$ cat src/io_bank_map.svh
// Address map, reset values and interrupt vectors of the I/O register bank.
// Assumes a 12-bit data address and 4-bit data words from the CPU core.
`ifndef IO_BANK_MAP_SVH
`define IO_BANK_MAP_SVH
`define IO_PAGE           6'h3C
`define ADR_CLK_FLAGS     12'hF00
`define ADR_SW_FLAGS      12'hF01
`define ADR_PT_FLAG       12'hF02
`define ADR_SIO_FLAG      12'hF03
`define ADR_K0_FLAG       12'hF04
`define ADR_K1_FLAG       12'hF05
`define ADR_CLK_MASK      12'hF10
`define ADR_SW_MASK       12'hF11
`define ADR_PT_MASK       12'hF12
`define ADR_SIO_MASK      12'hF13
`define ADR_K0_MASK       12'hF14
`define ADR_K1_MASK       12'hF15
`define ADR_DIV_HIGH      12'hF20
`define ADR_DIV_LOW       12'hF21
`define ADR_SW_HUND       12'hF22
`define ADR_SW_TENTH      12'hF23
`define ADR_PT_CNT_LO     12'hF24
`define ADR_PT_CNT_HI     12'hF25
`define ADR_PT_RLD_LO     12'hF26
`define ADR_PT_RLD_HI     12'hF27
`define ADR_SIO_LO        12'hF30
`define ADR_SIO_HI        12'hF31
`define ADR_K0_LEVELS     12'hF40
`define FLAG_RESET        4'h0
`define MASK_RESET        4'h0
`define VEC_CLOCK         12'h102
`define VEC_STOPWATCH     12'h104
`define VEC_INPUT0        12'h106
`define VEC_INPUT1        12'h108
`define VEC_SERIAL        12'h10A
`define VEC_PROG_TIMER    12'h10C
`define VEC_NONE          12'h000
`endif

$ cat src/io_bank_pkg.sv
// Types shared by the I/O register bank and its testbench.
// Assumes nothing beyond a SystemVerilog compiler.
package io_bank_pkg;
  // One CPU data memory access
  typedef struct packed {
    logic        rd;
    logic        wr;
    logic [11:0] addr;
    logic [3:0]  wdata;
  } mem_req_t;
  // Event pulses from the peripheral functions
  typedef struct packed {
    logic [3:0] clk_ev;
    logic [1:0] sw_ev;
    logic       pt_ev;
    logic       sio_ev;
    logic       k0_ev;
    logic       k1_ev;
  } irq_ev_t;
endpackage

$ cat src/irq_flag_slice.sv
// One group of sticky interrupt factor flags with clear-on-read.
// Assumes set and read-clear are single-cycle pulses on clk_sys.
module irq_flag_slice #(
  parameter int WIDTH = 4
) (
  // Clock and reset
  input  wire logic             clk_sys,
  input  wire logic             rst,
  // Events and read strobe
  input  wire logic [WIDTH-1:0] set_ev,
  input  wire logic             rd_clr,
  // Flag state
  output logic      [WIDTH-1:0] flags_ff
);
  // A set in the read cycle survives so the event is not lost
  always_ff @(posedge clk_sys or posedge rst) begin
    if (rst) begin
      flags_ff <= '0;
    end else if (rd_clr) begin
      flags_ff <= set_ev;
    end else begin
      flags_ff <= flags_ff | set_ev;
    end
  end
endmodule

$ cat src/io_bank.sv
// I/O data memory register bank: flags, masks, timer readouts, data regs.
// Assumes the CPU core gives one-cycle rd/wr strobes with a 12-bit address
// and takes read data one cycle later; peripherals drive state inputs.
// How it works
// - Each interrupt factor flag clears when its register is read.
// - Unused bits in flag and mask registers read zero, no storage.
// - CLOCK_TIMER_IRQ_FLAGS holds clock timer flags 1, 2, 8, 32 Hz in D3..D0, reset 0.
// - STOPWATCH_IRQ_FLAGS holds stopwatch 1 Hz flag in D1, 10 Hz in D0, reset 0.
// - PROG_TIMER_IRQ_FLAG D0 is the programmable timer flag, reset 0.
// - SERIAL_IRQ_FLAG D0 is the serial interface flag, reset 0.
// - INPUT_GROUP0_IRQ_FLAG D0 and INPUT_GROUP1_IRQ_FLAG D0 flag input group zero and one, reset 0.
// - CLOCK_TIMER_IRQ_MASK holds four writable clock timer masks, 1 enables, reset 0.
// - STOPWATCH_IRQ_MASK..SERIAL_IRQ_MASK hold stopwatch, timer, serial enables, reset masked.
// - INPUT_GROUP0_IRQ_MASK and INPUT_GROUP1_IRQ_MASK hold one enable per input pin, reset masked.
// - CLOCK_DIVIDER_HIGH_RATE and CLOCK_DIVIDER_LOW_RATE read the clock divider stages, reset 0.
// - STOPWATCH_HUNDREDTHS reads the stopwatch hundredths BCD digit.
// - PROG_TIMER_COUNT_LOW and PROG_TIMER_COUNT_HIGH read the programmable timer count nibbles.
// - PROG_TIMER_RELOAD_LOW and PROG_TIMER_RELOAD_HIGH hold the writable timer reload value.
// - SERIAL_SHIFT_DATA_LOW and SERIAL_SHIFT_DATA_HIGH hold the writable serial data register.
// - INPUT_GROUP0_LEVELS reads the live levels of input group zero.
// - The bank decodes 192 words at the bottom of the F page, F00H..FBFH.
// - Vectors 102H..10CH, programmable timer highest, clock lowest.

`include "io_bank_map.svh"
module io_bank
  import io_bank_pkg::*;
#(
  parameter int DW = 4
) (
  // Clock and reset
  input  wire logic          clk_sys,
  input  wire logic          rst,
  // CPU data memory access
  input  wire mem_req_t      req,
  output logic    [DW-1:0]   rdata_ff,
  output logic               rvalid_ff,
  output logic               hit_ff,
  // Peripheral events and state
  input  wire irq_ev_t       ev,
  input  wire logic [7:0]    divider,
  input  wire logic [3:0]    sw_hund,
  input  wire logic [3:0]    sw_tenth,
  input  wire logic [7:0]    pt_count,
  input  wire logic [7:0]    sio_load,
  input  wire logic          sio_load_en,
  input  wire logic [3:0]    k0_pins,
  input  wire logic [3:0]    k1_pins,
  // Register outputs to peripherals
  output logic [7:0]         pt_reload_ff,
  output logic [7:0]         sio_data_ff,
  // Interrupt request to the core
  output logic               irq_ff,
  output logic [11:0]        irq_vec_ff
);

  //////////////////////////////////////////////////////////////////////////
  // Address decode
  logic       in_bank;
  logic       rd_hit;
  logic       wr_hit;
  // Bank spans CLOCK_TIMER_IRQ_FLAGS..FBFH; the top quarter of the F page stays unmapped,
  // so reads there return zero and never raise a hit
  assign in_bank = (req.addr[11:8] == 4'hF) && (req.addr[7:6] != 2'h3);
  assign rd_hit  = req.rd && in_bank;
  assign wr_hit  = req.wr && in_bank;

  //////////////////////////////////////////////////////////////////////////
  // Interrupt factor flags
  logic [3:0] clk_flags;
  logic [1:0] sw_flags;
  logic [0:0] pt_flag;
  logic [0:0] sio_flag;
  logic [0:0] k0_flag;
  logic [0:0] k1_flag;
  logic [3:0] k0_pins_d_ff;
  logic [3:0] k1_pins_d_ff;
  logic       k0_ev_all;
  logic       k1_ev_all;

  // Each flag group sits behind its own clear-on-read slice
  irq_flag_slice #(.WIDTH(4)) u_clk (
    .clk_sys(clk_sys), .rst(rst), .set_ev(ev.clk_ev),
    .rd_clr(rd_hit && req.addr == `ADR_CLK_FLAGS), .flags_ff(clk_flags)
  );
  irq_flag_slice #(.WIDTH(2)) u_sw (
    .clk_sys(clk_sys), .rst(rst), .set_ev(ev.sw_ev),
    .rd_clr(rd_hit && req.addr == `ADR_SW_FLAGS), .flags_ff(sw_flags)
  );
  irq_flag_slice #(.WIDTH(1)) u_pt (
    .clk_sys(clk_sys), .rst(rst), .set_ev(ev.pt_ev),
    .rd_clr(rd_hit && req.addr == `ADR_PT_FLAG), .flags_ff(pt_flag)
  );
  irq_flag_slice #(.WIDTH(1)) u_sio (
    .clk_sys(clk_sys), .rst(rst), .set_ev(ev.sio_ev),
    .rd_clr(rd_hit && req.addr == `ADR_SIO_FLAG), .flags_ff(sio_flag)
  );
  irq_flag_slice #(.WIDTH(1)) u_k0 (
    .clk_sys(clk_sys), .rst(rst), .set_ev(k0_ev_all),
    .rd_clr(rd_hit && req.addr == `ADR_K0_FLAG), .flags_ff(k0_flag)
  );
  irq_flag_slice #(.WIDTH(1)) u_k1 (
    .clk_sys(clk_sys), .rst(rst), .set_ev(k1_ev_all),
    .rd_clr(rd_hit && req.addr == `ADR_K1_FLAG), .flags_ff(k1_flag)
  );

  // Previous pin levels for per-pin edge detection
  always_ff @(posedge clk_sys or posedge rst) begin
    if (rst) begin
      k0_pins_d_ff <= 4'h0;
      k1_pins_d_ff <= 4'h0;
    end else begin
      k0_pins_d_ff <= k0_pins;
      k1_pins_d_ff <= k1_pins;
    end
  end

  //////////////////////////////////////////////////////////////////////////
  // Interrupt masks
  logic [3:0] clk_mask_ff;
  logic [1:0] sw_mask_ff;
  logic       pt_mask_ff;
  logic       sio_mask_ff;
  logic [3:0] k0_mask_ff;
  logic [3:0] k1_mask_ff;

  // Pin events count only on enabled pins; external event strobes also
  // accepted so the port logic may decide edges on its own
  assign k0_ev_all = ev.k0_ev | (|(k0_mask_ff & (k0_pins ^ k0_pins_d_ff)));
  assign k1_ev_all = ev.k1_ev | (|(k1_mask_ff & (k1_pins ^ k1_pins_d_ff)));

  // Only implemented bits have storage; the rest are dropped on write
  always_ff @(posedge clk_sys or posedge rst) begin
    if (rst) begin
      clk_mask_ff <= `MASK_RESET;
      sw_mask_ff  <= 2'h0;
      pt_mask_ff  <= 1'b0;
      sio_mask_ff <= 1'b0;
      k0_mask_ff  <= `MASK_RESET;
      k1_mask_ff  <= `MASK_RESET;
    end else if (wr_hit) begin
      unique case (req.addr)
        `ADR_CLK_MASK: clk_mask_ff <= req.wdata;
        `ADR_SW_MASK:  sw_mask_ff  <= req.wdata[1:0];
        `ADR_PT_MASK:  pt_mask_ff  <= req.wdata[0];
        `ADR_SIO_MASK: sio_mask_ff <= req.wdata[0];
        `ADR_K0_MASK:  k0_mask_ff  <= req.wdata;
        `ADR_K1_MASK:  k1_mask_ff  <= req.wdata;
        default: ;
      endcase
    end
  end

  //////////////////////////////////////////////////////////////////////////
  // Reload and serial data registers
  // Reset value is free; cleared so reads after reset are never unknown
  always_ff @(posedge clk_sys or posedge rst) begin
    if (rst) begin
      pt_reload_ff <= 8'h00;
    end else if (wr_hit && req.addr == `ADR_PT_RLD_LO) begin
      pt_reload_ff[3:0] <= req.wdata;
    end else if (wr_hit && req.addr == `ADR_PT_RLD_HI) begin
      pt_reload_ff[7:4] <= req.wdata;
    end
  end

  // CPU write wins over a shifter load in the same cycle
  always_ff @(posedge clk_sys or posedge rst) begin
    if (rst) begin
      sio_data_ff <= 8'h00;
    end else if (wr_hit && req.addr == `ADR_SIO_LO) begin
      sio_data_ff[3:0] <= req.wdata;
    end else if (wr_hit && req.addr == `ADR_SIO_HI) begin
      sio_data_ff[7:4] <= req.wdata;
    end else if (sio_load_en) begin
      sio_data_ff <= sio_load;
    end
  end

  //////////////////////////////////////////////////////////////////////////
  // Read mux
  logic [3:0] nxt_rdata;
  always_comb begin
    nxt_rdata = 4'h0;
    unique case (req.addr)
      `ADR_CLK_FLAGS: nxt_rdata = clk_flags;
      `ADR_SW_FLAGS:  nxt_rdata = {2'h0, sw_flags};
      `ADR_PT_FLAG:   nxt_rdata = {3'h0, pt_flag};
      `ADR_SIO_FLAG:  nxt_rdata = {3'h0, sio_flag};
      `ADR_K0_FLAG:   nxt_rdata = {3'h0, k0_flag};
      `ADR_K1_FLAG:   nxt_rdata = {3'h0, k1_flag};
      `ADR_CLK_MASK:  nxt_rdata = clk_mask_ff;
      `ADR_SW_MASK:   nxt_rdata = {2'h0, sw_mask_ff};
      `ADR_PT_MASK:   nxt_rdata = {3'h0, pt_mask_ff};
      `ADR_SIO_MASK:  nxt_rdata = {3'h0, sio_mask_ff};
      `ADR_K0_MASK:   nxt_rdata = k0_mask_ff;
      `ADR_K1_MASK:   nxt_rdata = k1_mask_ff;
      `ADR_DIV_HIGH:  nxt_rdata = divider[3:0];
      `ADR_DIV_LOW:   nxt_rdata = divider[7:4];
      `ADR_SW_HUND:   nxt_rdata = sw_hund;
      `ADR_SW_TENTH:  nxt_rdata = sw_tenth;
      `ADR_PT_CNT_LO: nxt_rdata = pt_count[3:0];
      `ADR_PT_CNT_HI: nxt_rdata = pt_count[7:4];
      `ADR_PT_RLD_LO: nxt_rdata = pt_reload_ff[3:0];
      `ADR_PT_RLD_HI: nxt_rdata = pt_reload_ff[7:4];
      `ADR_SIO_LO:    nxt_rdata = sio_data_ff[3:0];
      `ADR_SIO_HI:    nxt_rdata = sio_data_ff[7:4];
      `ADR_K0_LEVELS: nxt_rdata = k0_pins;
      default:        nxt_rdata = 4'h0;
    endcase
  end

  // Read data registered; value is the pre-clear flag state
  always_ff @(posedge clk_sys or posedge rst) begin
    if (rst) begin
      rdata_ff  <= 4'h0;
      rvalid_ff <= 1'b0;
      hit_ff    <= 1'b0;
    end else begin
      rvalid_ff <= req.rd;
      hit_ff    <= rd_hit;
      rdata_ff  <= rd_hit ? nxt_rdata : 4'h0;
    end
  end

  //////////////////////////////////////////////////////////////////////////
  // Interrupt request and priority vector
  logic [5:0]  src_req;
  logic [11:0] nxt_vec;
  assign src_req[0] = |(clk_flags & clk_mask_ff);
  assign src_req[1] = |(sw_flags & sw_mask_ff);
  assign src_req[2] = k0_flag[0];
  assign src_req[3] = k1_flag[0];
  assign src_req[4] = sio_flag[0] & sio_mask_ff;
  assign src_req[5] = pt_flag[0] & pt_mask_ff;

  // Highest priority checked first
  always_comb begin
    if (src_req[5]) begin
      nxt_vec = `VEC_PROG_TIMER;
    end else if (src_req[4]) begin
      nxt_vec = `VEC_SERIAL;
    end else if (src_req[3]) begin
      nxt_vec = `VEC_INPUT1;
    end else if (src_req[2]) begin
      nxt_vec = `VEC_INPUT0;
    end else if (src_req[1]) begin
      nxt_vec = `VEC_STOPWATCH;
    end else if (src_req[0]) begin
      nxt_vec = `VEC_CLOCK;
    end else begin
      nxt_vec = `VEC_NONE;
    end
  end

  always_ff @(posedge clk_sys or posedge rst) begin
    if (rst) begin
      irq_ff     <= 1'b0;
      irq_vec_ff <= `VEC_NONE;
    end else begin
      irq_ff     <= |src_req;
      irq_vec_ff <= nxt_vec;
    end
  end

  //////////////////////////////////////////////////////////////////////////
  // Checks
  // Flags: a read answers with the state before its own clear
  read_clears_a: assert property (@(posedge clk_sys) disable iff (rst)
    (rd_hit && req.addr == `ADR_CLK_FLAGS && ev.clk_ev == 4'h0)
    |=> clk_flags == 4'h0) else $error("flag not cleared by read");
  sw_clears_a: assert property (@(posedge clk_sys) disable iff (rst)
    (rd_hit && req.addr == `ADR_SW_FLAGS && ev.sw_ev == 2'h0)
    |=> sw_flags == 2'h0) else $error("stopwatch flag not cleared");
  clk_read_a: assert property (@(posedge clk_sys) disable iff (rst)
    (rd_hit && req.addr == `ADR_CLK_FLAGS)
    |=> rdata_ff == $past(clk_flags)) else $error("bad clock flag read");
  read_sees_a: assert property (@(posedge clk_sys) disable iff (rst)
    (rd_hit && req.addr == `ADR_PT_FLAG)
    |=> rdata_ff == {3'h0, $past(pt_flag)}) else $error("bad flag read");
  unused_zero_a: assert property (@(posedge clk_sys) disable iff (rst)
    (rd_hit && req.addr == `ADR_SW_MASK)
    |=> rdata_ff[3:2] == 2'h0) else $error("unused bits nonzero");
  set_wins_a: assert property (@(posedge clk_sys) disable iff (rst)
    (rd_hit && req.addr == `ADR_SIO_FLAG && ev.sio_ev)
    |=> sio_flag[0]) else $error("event lost on clear");
  pin_edge_a: assert property (@(posedge clk_sys) disable iff (rst)
    (k0_mask_ff[0] && (k0_pins[0] != k0_pins_d_ff[0]))
    |=> k0_flag[0]) else $error("pin edge not flagged");

  // Masks keep exactly the written implemented bits
  mask_write_a: assert property (@(posedge clk_sys) disable iff (rst)
    (wr_hit && req.addr == `ADR_CLK_MASK)
    |=> clk_mask_ff == $past(req.wdata)) else $error("mask not written");
  sw_mask_a: assert property (@(posedge clk_sys) disable iff (rst)
    (wr_hit && req.addr == `ADR_SW_MASK)
    |=> sw_mask_ff == $past(req.wdata[1:0])) else $error("bad sw mask");
  pin_mask_a: assert property (@(posedge clk_sys) disable iff (rst)
    (wr_hit && req.addr == `ADR_K0_MASK)
    |=> k0_mask_ff == $past(req.wdata)) else $error("pin mask not written");

  // Readouts pass the live peripheral state of the read cycle
  div_read_a: assert property (@(posedge clk_sys) disable iff (rst)
    (rd_hit && req.addr == `ADR_DIV_HIGH)
    |=> rdata_ff == $past(divider[3:0])) else $error("bad divider read");
  hund_read_a: assert property (@(posedge clk_sys) disable iff (rst)
    (rd_hit && req.addr == `ADR_SW_HUND)
    |=> rdata_ff == $past(sw_hund)) else $error("bad hundredths read");
  tenth_read_a: assert property (@(posedge clk_sys) disable iff (rst)
    (rd_hit && req.addr == `ADR_SW_TENTH)
    |=> rdata_ff == $past(sw_tenth)) else $error("bad tenths read");
  count_read_a: assert property (@(posedge clk_sys) disable iff (rst)
    (rd_hit && req.addr == `ADR_PT_CNT_HI)
    |=> rdata_ff == $past(pt_count[7:4])) else $error("bad count read");
  pin_level_a: assert property (@(posedge clk_sys) disable iff (rst)
    (rd_hit && req.addr == `ADR_K0_LEVELS)
    |=> rdata_ff == $past(k0_pins)) else $error("bad pin read");

  // Data registers take the written nibble on the next edge
  reload_wr_a: assert property (@(posedge clk_sys) disable iff (rst)
    (wr_hit && req.addr == `ADR_PT_RLD_LO)
    |=> pt_reload_ff[3:0] == $past(req.wdata))
    else $error("reload not written");
  serial_wr_a: assert property (@(posedge clk_sys) disable iff (rst)
    (wr_hit && req.addr == `ADR_SIO_HI)
    |=> sio_data_ff[7:4] == $past(req.wdata))
    else $error("serial data not written");
  miss_zero_a: assert property (@(posedge clk_sys) disable iff (rst)
    (req.rd && !in_bank) |=> rdata_ff == 4'h0 && !hit_ff)
    else $error("miss returned data");

  // Request and vector follow the enabled flags and the unmasked input group flags one edge later
  masked_quiet_a: assert property (@(posedge clk_sys) disable iff (rst)
    (src_req == 6'h00) |=> !irq_ff) else $error("irq without source");
  irq_raised_a: assert property (@(posedge clk_sys) disable iff (rst)
    (src_req != 6'h00) |=> irq_ff) else $error("irq missing");
  top_prio_a: assert property (@(posedge clk_sys) disable iff (rst)
    src_req[5] |=> irq_ff && irq_vec_ff == `VEC_PROG_TIMER)
    else $error("wrong vector");
  low_prio_a: assert property (@(posedge clk_sys) disable iff (rst)
    (src_req == 6'h01) |=> irq_vec_ff == `VEC_CLOCK)
    else $error("wrong low vector");

  clk_irq_c: cover property (@(posedge clk_sys) disable iff (rst)
    src_req[0] ##1 irq_vec_ff == `VEC_CLOCK);
  clear_c: cover property (@(posedge clk_sys) disable iff (rst)
    rd_hit && req.addr == `ADR_CLK_FLAGS && clk_flags != 4'h0);
  coincide_c: cover property (@(posedge clk_sys) disable iff (rst)
    src_req[5] && src_req[0]);
  pin_edge_c: cover property (@(posedge clk_sys) disable iff (rst)
    k0_mask_ff[0] && (k0_pins[0] != k0_pins_d_ff[0]));
endmodule

$ cat config.mk
export PLATFORM = sky130hd
export DESIGN_NAME = io_bank
export DESIGN_NICKNAME = d
export VERILOG_FILES = /design/src/io_bank_pkg.sv /design/src/irq_flag_slice.sv /design/src/io_bank.sv
export VERILOG_INCLUDE_DIRS = /design/src
export SDC_FILE = /design/constraint.sdc
export NUM_CORES = 1
export LEC_CHECK = 0
export ABC_AREA = 0
export BUFFER_PORTS_ARGS = -buffer_cell sky130_fd_sc_hd__buf_2
export CAP_MARGIN = 20
export CORE_MARGIN = 4
export CORE_UTILIZATION = 24
export CTS_CLUSTER_DIAMETER = 200
export CTS_CLUSTER_SIZE = 16
export DETAILED_ROUTE_END_ITERATION = 10
export SLEW_MARGIN = 30
export SYNTH_ARGS = -nofsm -noshare
export SYNTH_HDL_FRONTEND = slang
export SYNTH_HIERARCHICAL = 1
export SYNTH_SLANG_ARGS = --single-unit
$ cat constraint.sdc
create_clock -name clk_sys -period 1.5 [get_ports clk_sys]
set_input_delay 0.15 -clock clk_sys [delete_from_list [all_inputs] [get_ports clk_sys]]
set_output_delay 0.15 -clock clk_sys [all_outputs]
set_load 0.05 [all_outputs]
Yosys cells after proc, flatten, opt, wreduce, memory -nomap -nowiden:

Index checks and enable logic that the tools add are counted.

* register bits after elaboration: 69
* input port bits: 71
* output and inout port bits: 35
* word-level logic and storage cells: 114

* eq/ne operators: 26
* multiplexer cells: 18
* bitwise logic cells: 18
* reductions and logical operators: 29

Operators by type and width (number)
* $eq 12x12->1 const B: 23
* $pmux 4 s23: 1
* $mux 9: 6
* $mux 4: 5
* $reduce_and 2->1: 9
* $logic_and 1x1->1: 13
* $and 4x4->4: 3
* $reduce_or 4->1: 3
* $reduce_or 10->1: 1
* $mux 8: 1
* $xor 4x4->4: 2
* $or 1x1->1: 6
* $eq 4x4->1 const B: 1
* $mux 1: 4
* $ne 2x2->1 const B: 2
* $or 4x4->4: 1
* $reduce_bool 2->1: 2
* $and 1x1->1: 2
* $and 2x2->2: 1
* $mux 2: 1
* $not 1->1: 2
* $or 2x2->2: 1
* $reduce_or 2->1: 1

Longest topological paths before layout:

* depth in word-level cells: 8
* depth in mapped cells: 8
* mapped depth without buffers: 7

Hierarchy:

The synthesis kept the hierarchy.

By module, submodules not included
* io_bank: instances 1, cells each 317, area an instance 3165.5 um^2, sequential area each 1276.2 um^2
* irq_flag_slice at u_k0 ...: instances 4, cells each 4, area an instance 40.0 um^2, sequential area each 25.0 um^2
* irq_flag_slice at u_clk: instances 1, cells each 10, area an instance 137.6 um^2, sequential area each 100.1 um^2
* irq_flag_slice at u_sw: instances 1, cells each 6, area an instance 72.6 um^2, sequential area each 50.0 um^2

Worst setup path before layout:

Ideal clock, no wire load.

* kind: input to register
* start point: input req[11] (netlist name)
* end point: register pt_reload_ff[5]
* library setup time: 0.125 ns
* arrival: 1.521 ns
* required time: 1.375 ns
* setup slack: -0.146 ns
* cell stages on the path: 6
* buffers on the path: 2
* cell sequence: buf_6 -> a21bo_2 -> or3_1 -> buf_6 -> and2b_1 -> mux2_2

* longest elaborated chain between the ends: 6
* elaborated cells between the ends (all ways): 9
* those cells by class: 3 x eq/ne; 1 x bitwise; 5 x reduce/logical

RTL lines
* start, declared: RTL line io_bank.sv:34 `input wire mem_req_t req,`
* $ne 2x2->1: RTL line io_bank.sv:63 `assign in_bank = (req.addr[11:8] == 4'hF) && (req.addr[7:6] != 2'h3);`
* $logic_and 1x1->1: RTL line io_bank.sv:63
* $logic_and 1x1->1: RTL line io_bank.sv:65 `assign wr_hit = req.wr && in_bank;`
* $logic_and 1x1->1 (no source line)
* $not 1->1 (no source line)
* $reduce_and 2->1 (no source line) (*)
* end signal, assigned: RTL line io_bank.sv:162 `pt_reload_ff[7:4] <= req.wdata;`
* end, declared: RTL line io_bank.sv:49 `output logic [7:0] pt_reload_ff,`

Every way passes the cells marked *; elsewhere a longest branch is shown, timed or not.
A chain may end at the register's enable or synchronous reset.

Final worst setup path:

* start point: register k0_pins_d_ff[2]
* end point: register u_k0.flags_ff

* longest elaborated chain between the ends: 6

RTL lines
* start, declared: RTL line io_bank.sv:75 `logic [3:0] k0_pins_d_ff;`
* start signal, assigned: RTL line io_bank.sv:112 `k0_pins_d_ff <= k0_pins;`
* $xor 4x4->4 (*): RTL line io_bank.sv:128 `assign k0_ev_all = ev.k0_ev | (|(k0_mask_ff & (k0_pins ^ k0_pins_d_ff)));`
* $and 4x4->4 (*): RTL line io_bank.sv:128
* $reduce_or 4->1 (*): RTL line io_bank.sv:128
* $or 1x1->1 (*): RTL line io_bank.sv:128
* net k0_ev_all: RTL line io_bank.sv:77 `logic k0_ev_all;`
* $or 1x1->1: RTL line irq_flag_slice.sv:22 `flags_ff <= flags_ff | set_ev;`
* $mux 1 (*): RTL line irq_flag_slice.sv:19 `end else if (rd_clr) begin`
* end signal, assigned: RTL line irq_flag_slice.sv:20 `flags_ff <= set_ev;`
* end signal, assigned: RTL line irq_flag_slice.sv:22
* end, declared: RTL line irq_flag_slice.sv:13 `output logic [WIDTH-1:0] flags_ff`

The timed path passes the listed nets; every way through them passes the cells marked *.

==> results by group <==
Synthesis
  • Cell Area, Synth: 3540 um^2
  • Dominant cells by area after synthesis: dfrtp_1, mux2_2, mux2i_1, nand2_1, nor2_1
  • Ys async rst share: between 90% and 100%
  • Most numerous cell in the Yosys netlist: dfrtp_1
  • Top FF cell, synth: dfrtp_1
  • Post-Syn Area per Cell: 10.1 um^2
  • Synth top cells by count: dfrtp_1, mux2_2, nand2_1, nor2_1, inv_1
  • Seq/Total Area, Yosys: 43.2%
  • Yosys cell types: 62
  • Yosys reg bits: 61
  • Mapped Cells: 349
  • Post-synth EDFFs: 0
  • Ys Warns: 6
  • Synth top area share: a little over two fifths
  • Dominant cell type by area after synthesis: dfrtp_1

Routing
  • WL final: 13600 um
  • Via count: around 3600
  • Via/cell ratio: a little under 5
  • DRT Pass-1 Iters: 5
  • Wire per inst: 18.9 um
  • Initial DRC count: 151
  • DRC viols: 0
  • Routed Antenna Nets: 0

STA
  • Min Tclk post-route: 1430 ps
  • Setup Skew: 6.46 ps
  • Hold WS: 11.4 ps
  • Period utilisation layout: a little over nine tenths
  • Setup TNS Final: 0 ps
  • Max frequency: 0.699 GHz
  • Final setup viols: 0
  • Slack of the critical path: around 70 ps
  • Final Hold Vio Count: 0
  • Final-report max-slew violation count: 0
  • Unrepaired setup endpoints after global routing: true

Hold path
  • Min-delay src: ev[7]
  • WHS Endpoint: u_clk/flags_ff[1]
  • Hold depth: 2
  • Worst min path class: primary input to register

Power and ir drop
  • Reg power frac: 38.4%
  • Comb power frac: 16.6%
  • PD cells: about 840 nW/um^2
  • Maximum VDD drop: about 0.63 mV
  • Sw Ratio: between 20% and 30%
  • NetSw: 1230 uW
  • Lkg Pwr: between 0.002 and 0.0025 uW
  • Clock network fraction of design power: 45.0%
  • Cell internal pwr: 3230 uW
  • Final Power: 4450 uW

Final layout
  • Layout area overhead: 49.1%
  • Share of layout cells above drive strength 1: between 40% and 50%
  • Final instance area: ~5300 um^2
  • Nets: 603
  • # diodes: 0
  • Fillers: 1486

Critical path
  • CP Data Arrival Time: 1660 ps
  • CP required: 1730 ps
  • Buffer and inverter count on the worst path: 1
  • CP delay by family, top: compound AO/OA/AOI/OAI gates
  • CP max FO: 1
  • Slowest cell delay on critical path: a little over 400 ps
  • CP max-delay cell: a222oi_1
  • Critical Path, Cell by Cell: xor2_1 > a222oi_1 > buf_4 > nand2_2 > a21o_1
  • Reg2Reg Capture Point: u_k0/flags_ff
  • Startpoint types: register
  • Worst reg2reg setup slack: just under 70 ps
  • R2r startpoint: k0_pins_d_ff[2]
  • Kind of critical path: register to register
  • Worst Reg-to-Reg Cells: 5
  • Critical Path End Type: register

Floorplan
  • Row count: 44
  • Core area: 14500 um^2
  • Initial Util: 24.4%
  • Die ar.: between 15000 and 20000 um^2
  • Die X: 129 um
  • Die H: 129 um
  • Num ports: 106

Place
  • Final GP Congestion: 0.903
  • IO Port Bufs: 97
  • Place WS: -357 ps
  • Area after DPL: 4730 um^2
  • DP Wirelength: 10800 um

Clocking
  • CTS tree: built
  • Clock root cell: clkbuf_16
  • CTS max path bufs: 2
  • CTS H-tree depth: 3
  • Reg clk slew, reported paths: 50 ps
  • CTS Buf Count: 9
  • Worst skew pair latency: approximately 340 ps
  • Clock sink count: 61

Global route
  • M3 GR Usage: 5.03%
  • Vias in the first global route: approximately 3800
  • First-pass GRT wire length: approximately 21000 um
  • Largest net degree at the start of global routing: 52
  • Total GRT Usage: 16.7%
  • Gr busiest metal: met2
  • Met1 GRT Util: approximately 22%
  • GR Overflow Total: 0
  • Met2 Usage GRT: 25.9%
  • Initial antenna violation count: 0

Outcome
  • Outcome: complete, no violations

Job
  • Number of max-cap violations: 0
==> layout make-up <==
cell class	count	area, um^2	share of cell area (%)
Clock inverter	3	18.8	0.356
Inverter	20	75.1	1.42
Multi-Input combinational cell	251	1880	35.7
Tap cell	184	230	4.37
Clock buffer	13	270	5.13
Timing Repair Buffer	189	1270	24.1
Sequential cell	61	1530	29.0
==> repair_timing <==
action	4_1_cts	5_1_grt
endpoints found under the setup margin	1	13
pin swaps	1	2
endpoints found under the hold margin	76	1
resized for setup	2	15
hold buffers	16	1
setup buffers	0	2
==> stage by stage <==
step           utilization [%]  instances
2_1_floorplan                -        356
3_3_place_gp              32.7        687
3_5_place_dp              32.7        687
4_1_cts                   35.9        719
5_1_grt                   36.4        721
6_report                  36.4        721
==> cells in the final DEF, fill, tap and decap left out, types with 5 or more instances in the layout <==
cell,count
o21ai_0,5
a21oi_1,13
clkbuf_16,9
dfrtp_1,61
nor2b_1,6
a21o_1,11
conb_1,8
o32ai_1,5
nand2_1,23
mux2_2,28
mux2i_1,10
a32oi_1,7
buf_2,95
dlygate4sd3_1,15
a22oi_1,11
inv_1,17
xor2_1,9
nor2_1,23
buf_4,73
nand3_1,16
==> logic make-up after synthesis <==
| kind of cell | Yosys count | synth area share, % |
|---|---|---|
| buffers and inverters | 44 | 6.26 |
| multiplexers | 39 | 12.1 |
| flip-flops | 61 | 43.2 |
| XOR/XNOR | 9 | 2.23 |
| AO/OA/AOI/OAI | 87 | 18.5 |
| other | 1 | 0.106 |
| AND/OR/NAND/NOR | 108 | 17.7 |
==> state kept, by name (all words and copies together) (netlist names) <==
| register | count |
|---|---|
| sio_mask_ff | 1 |
| u_clk/flags_ff | 4 |
| k1_mask_ff | 4 |
| k1_pins_d_ff | 4 |
| u_sio/flags_ff | 1 |
| sw_mask_ff | 2 |
| u_k1/flags_ff | 1 |
| clk_mask_ff | 4 |
| sio_data_ff | 8 |
| irq_vec_ff | 4 |
| pt_reload_ff | 8 |
| k0_pins_d_ff | 4 |
| irq_ff | 1 |
| u_k0/flags_ff | 1 |
| rdata_ff | 4 |
| hit_ff | 1 |
| u_sw/flags_ff | 2 |
| u_pt/flags_ff | 1 |
| k0_mask_ff | 4 |
| rvalid_ff | 1 |
| pt_mask_ff | 1 |
==> worst max path at each step <==
stage	start	end	slack [ps]	depth (start not counted)
after detailed placement	req[10]	sio_data_ff[4]	-360	6
after floorplan	req[11]	pt_reload_ff[5]	-120	6
after CTS	clk_mask_ff[2]	irq_vec_ff[1]	4	6
after global placement	req[11]	rdata_ff[0]	-290	8
after global routing	k0_mask_ff[0]	rdata_ff[0]	-5	5
final	k0_pins_d_ff[2]	u_k0/flags_ff	70	5
==> layer usage <==
metal / part of all wire [%] / vias to the layer above
met5: 0 / -
li1: - / 1647
met4: 2.9 / 0
met3: 6.6 / 36
met1: 44 / 1731
met2: 47 / 143
==> power by group through the flow <==
| stage | clock network [uW] | registers [uW] | logic (uW) |
|---|---|---|---|
| after global placement | 0 | 1740 | 692 |
| after global routing | 2120 | 1710 | 796 |
| final | 2000 | 1710 | 739 |
| after detailed placement | 0 | 1740 | 696 |
| after floorplan | 0 | 1810 | 295 |
| after CTS | 2050 | 1710 | 731 |
Note: power is estimated with default switching activity, not from simulation.
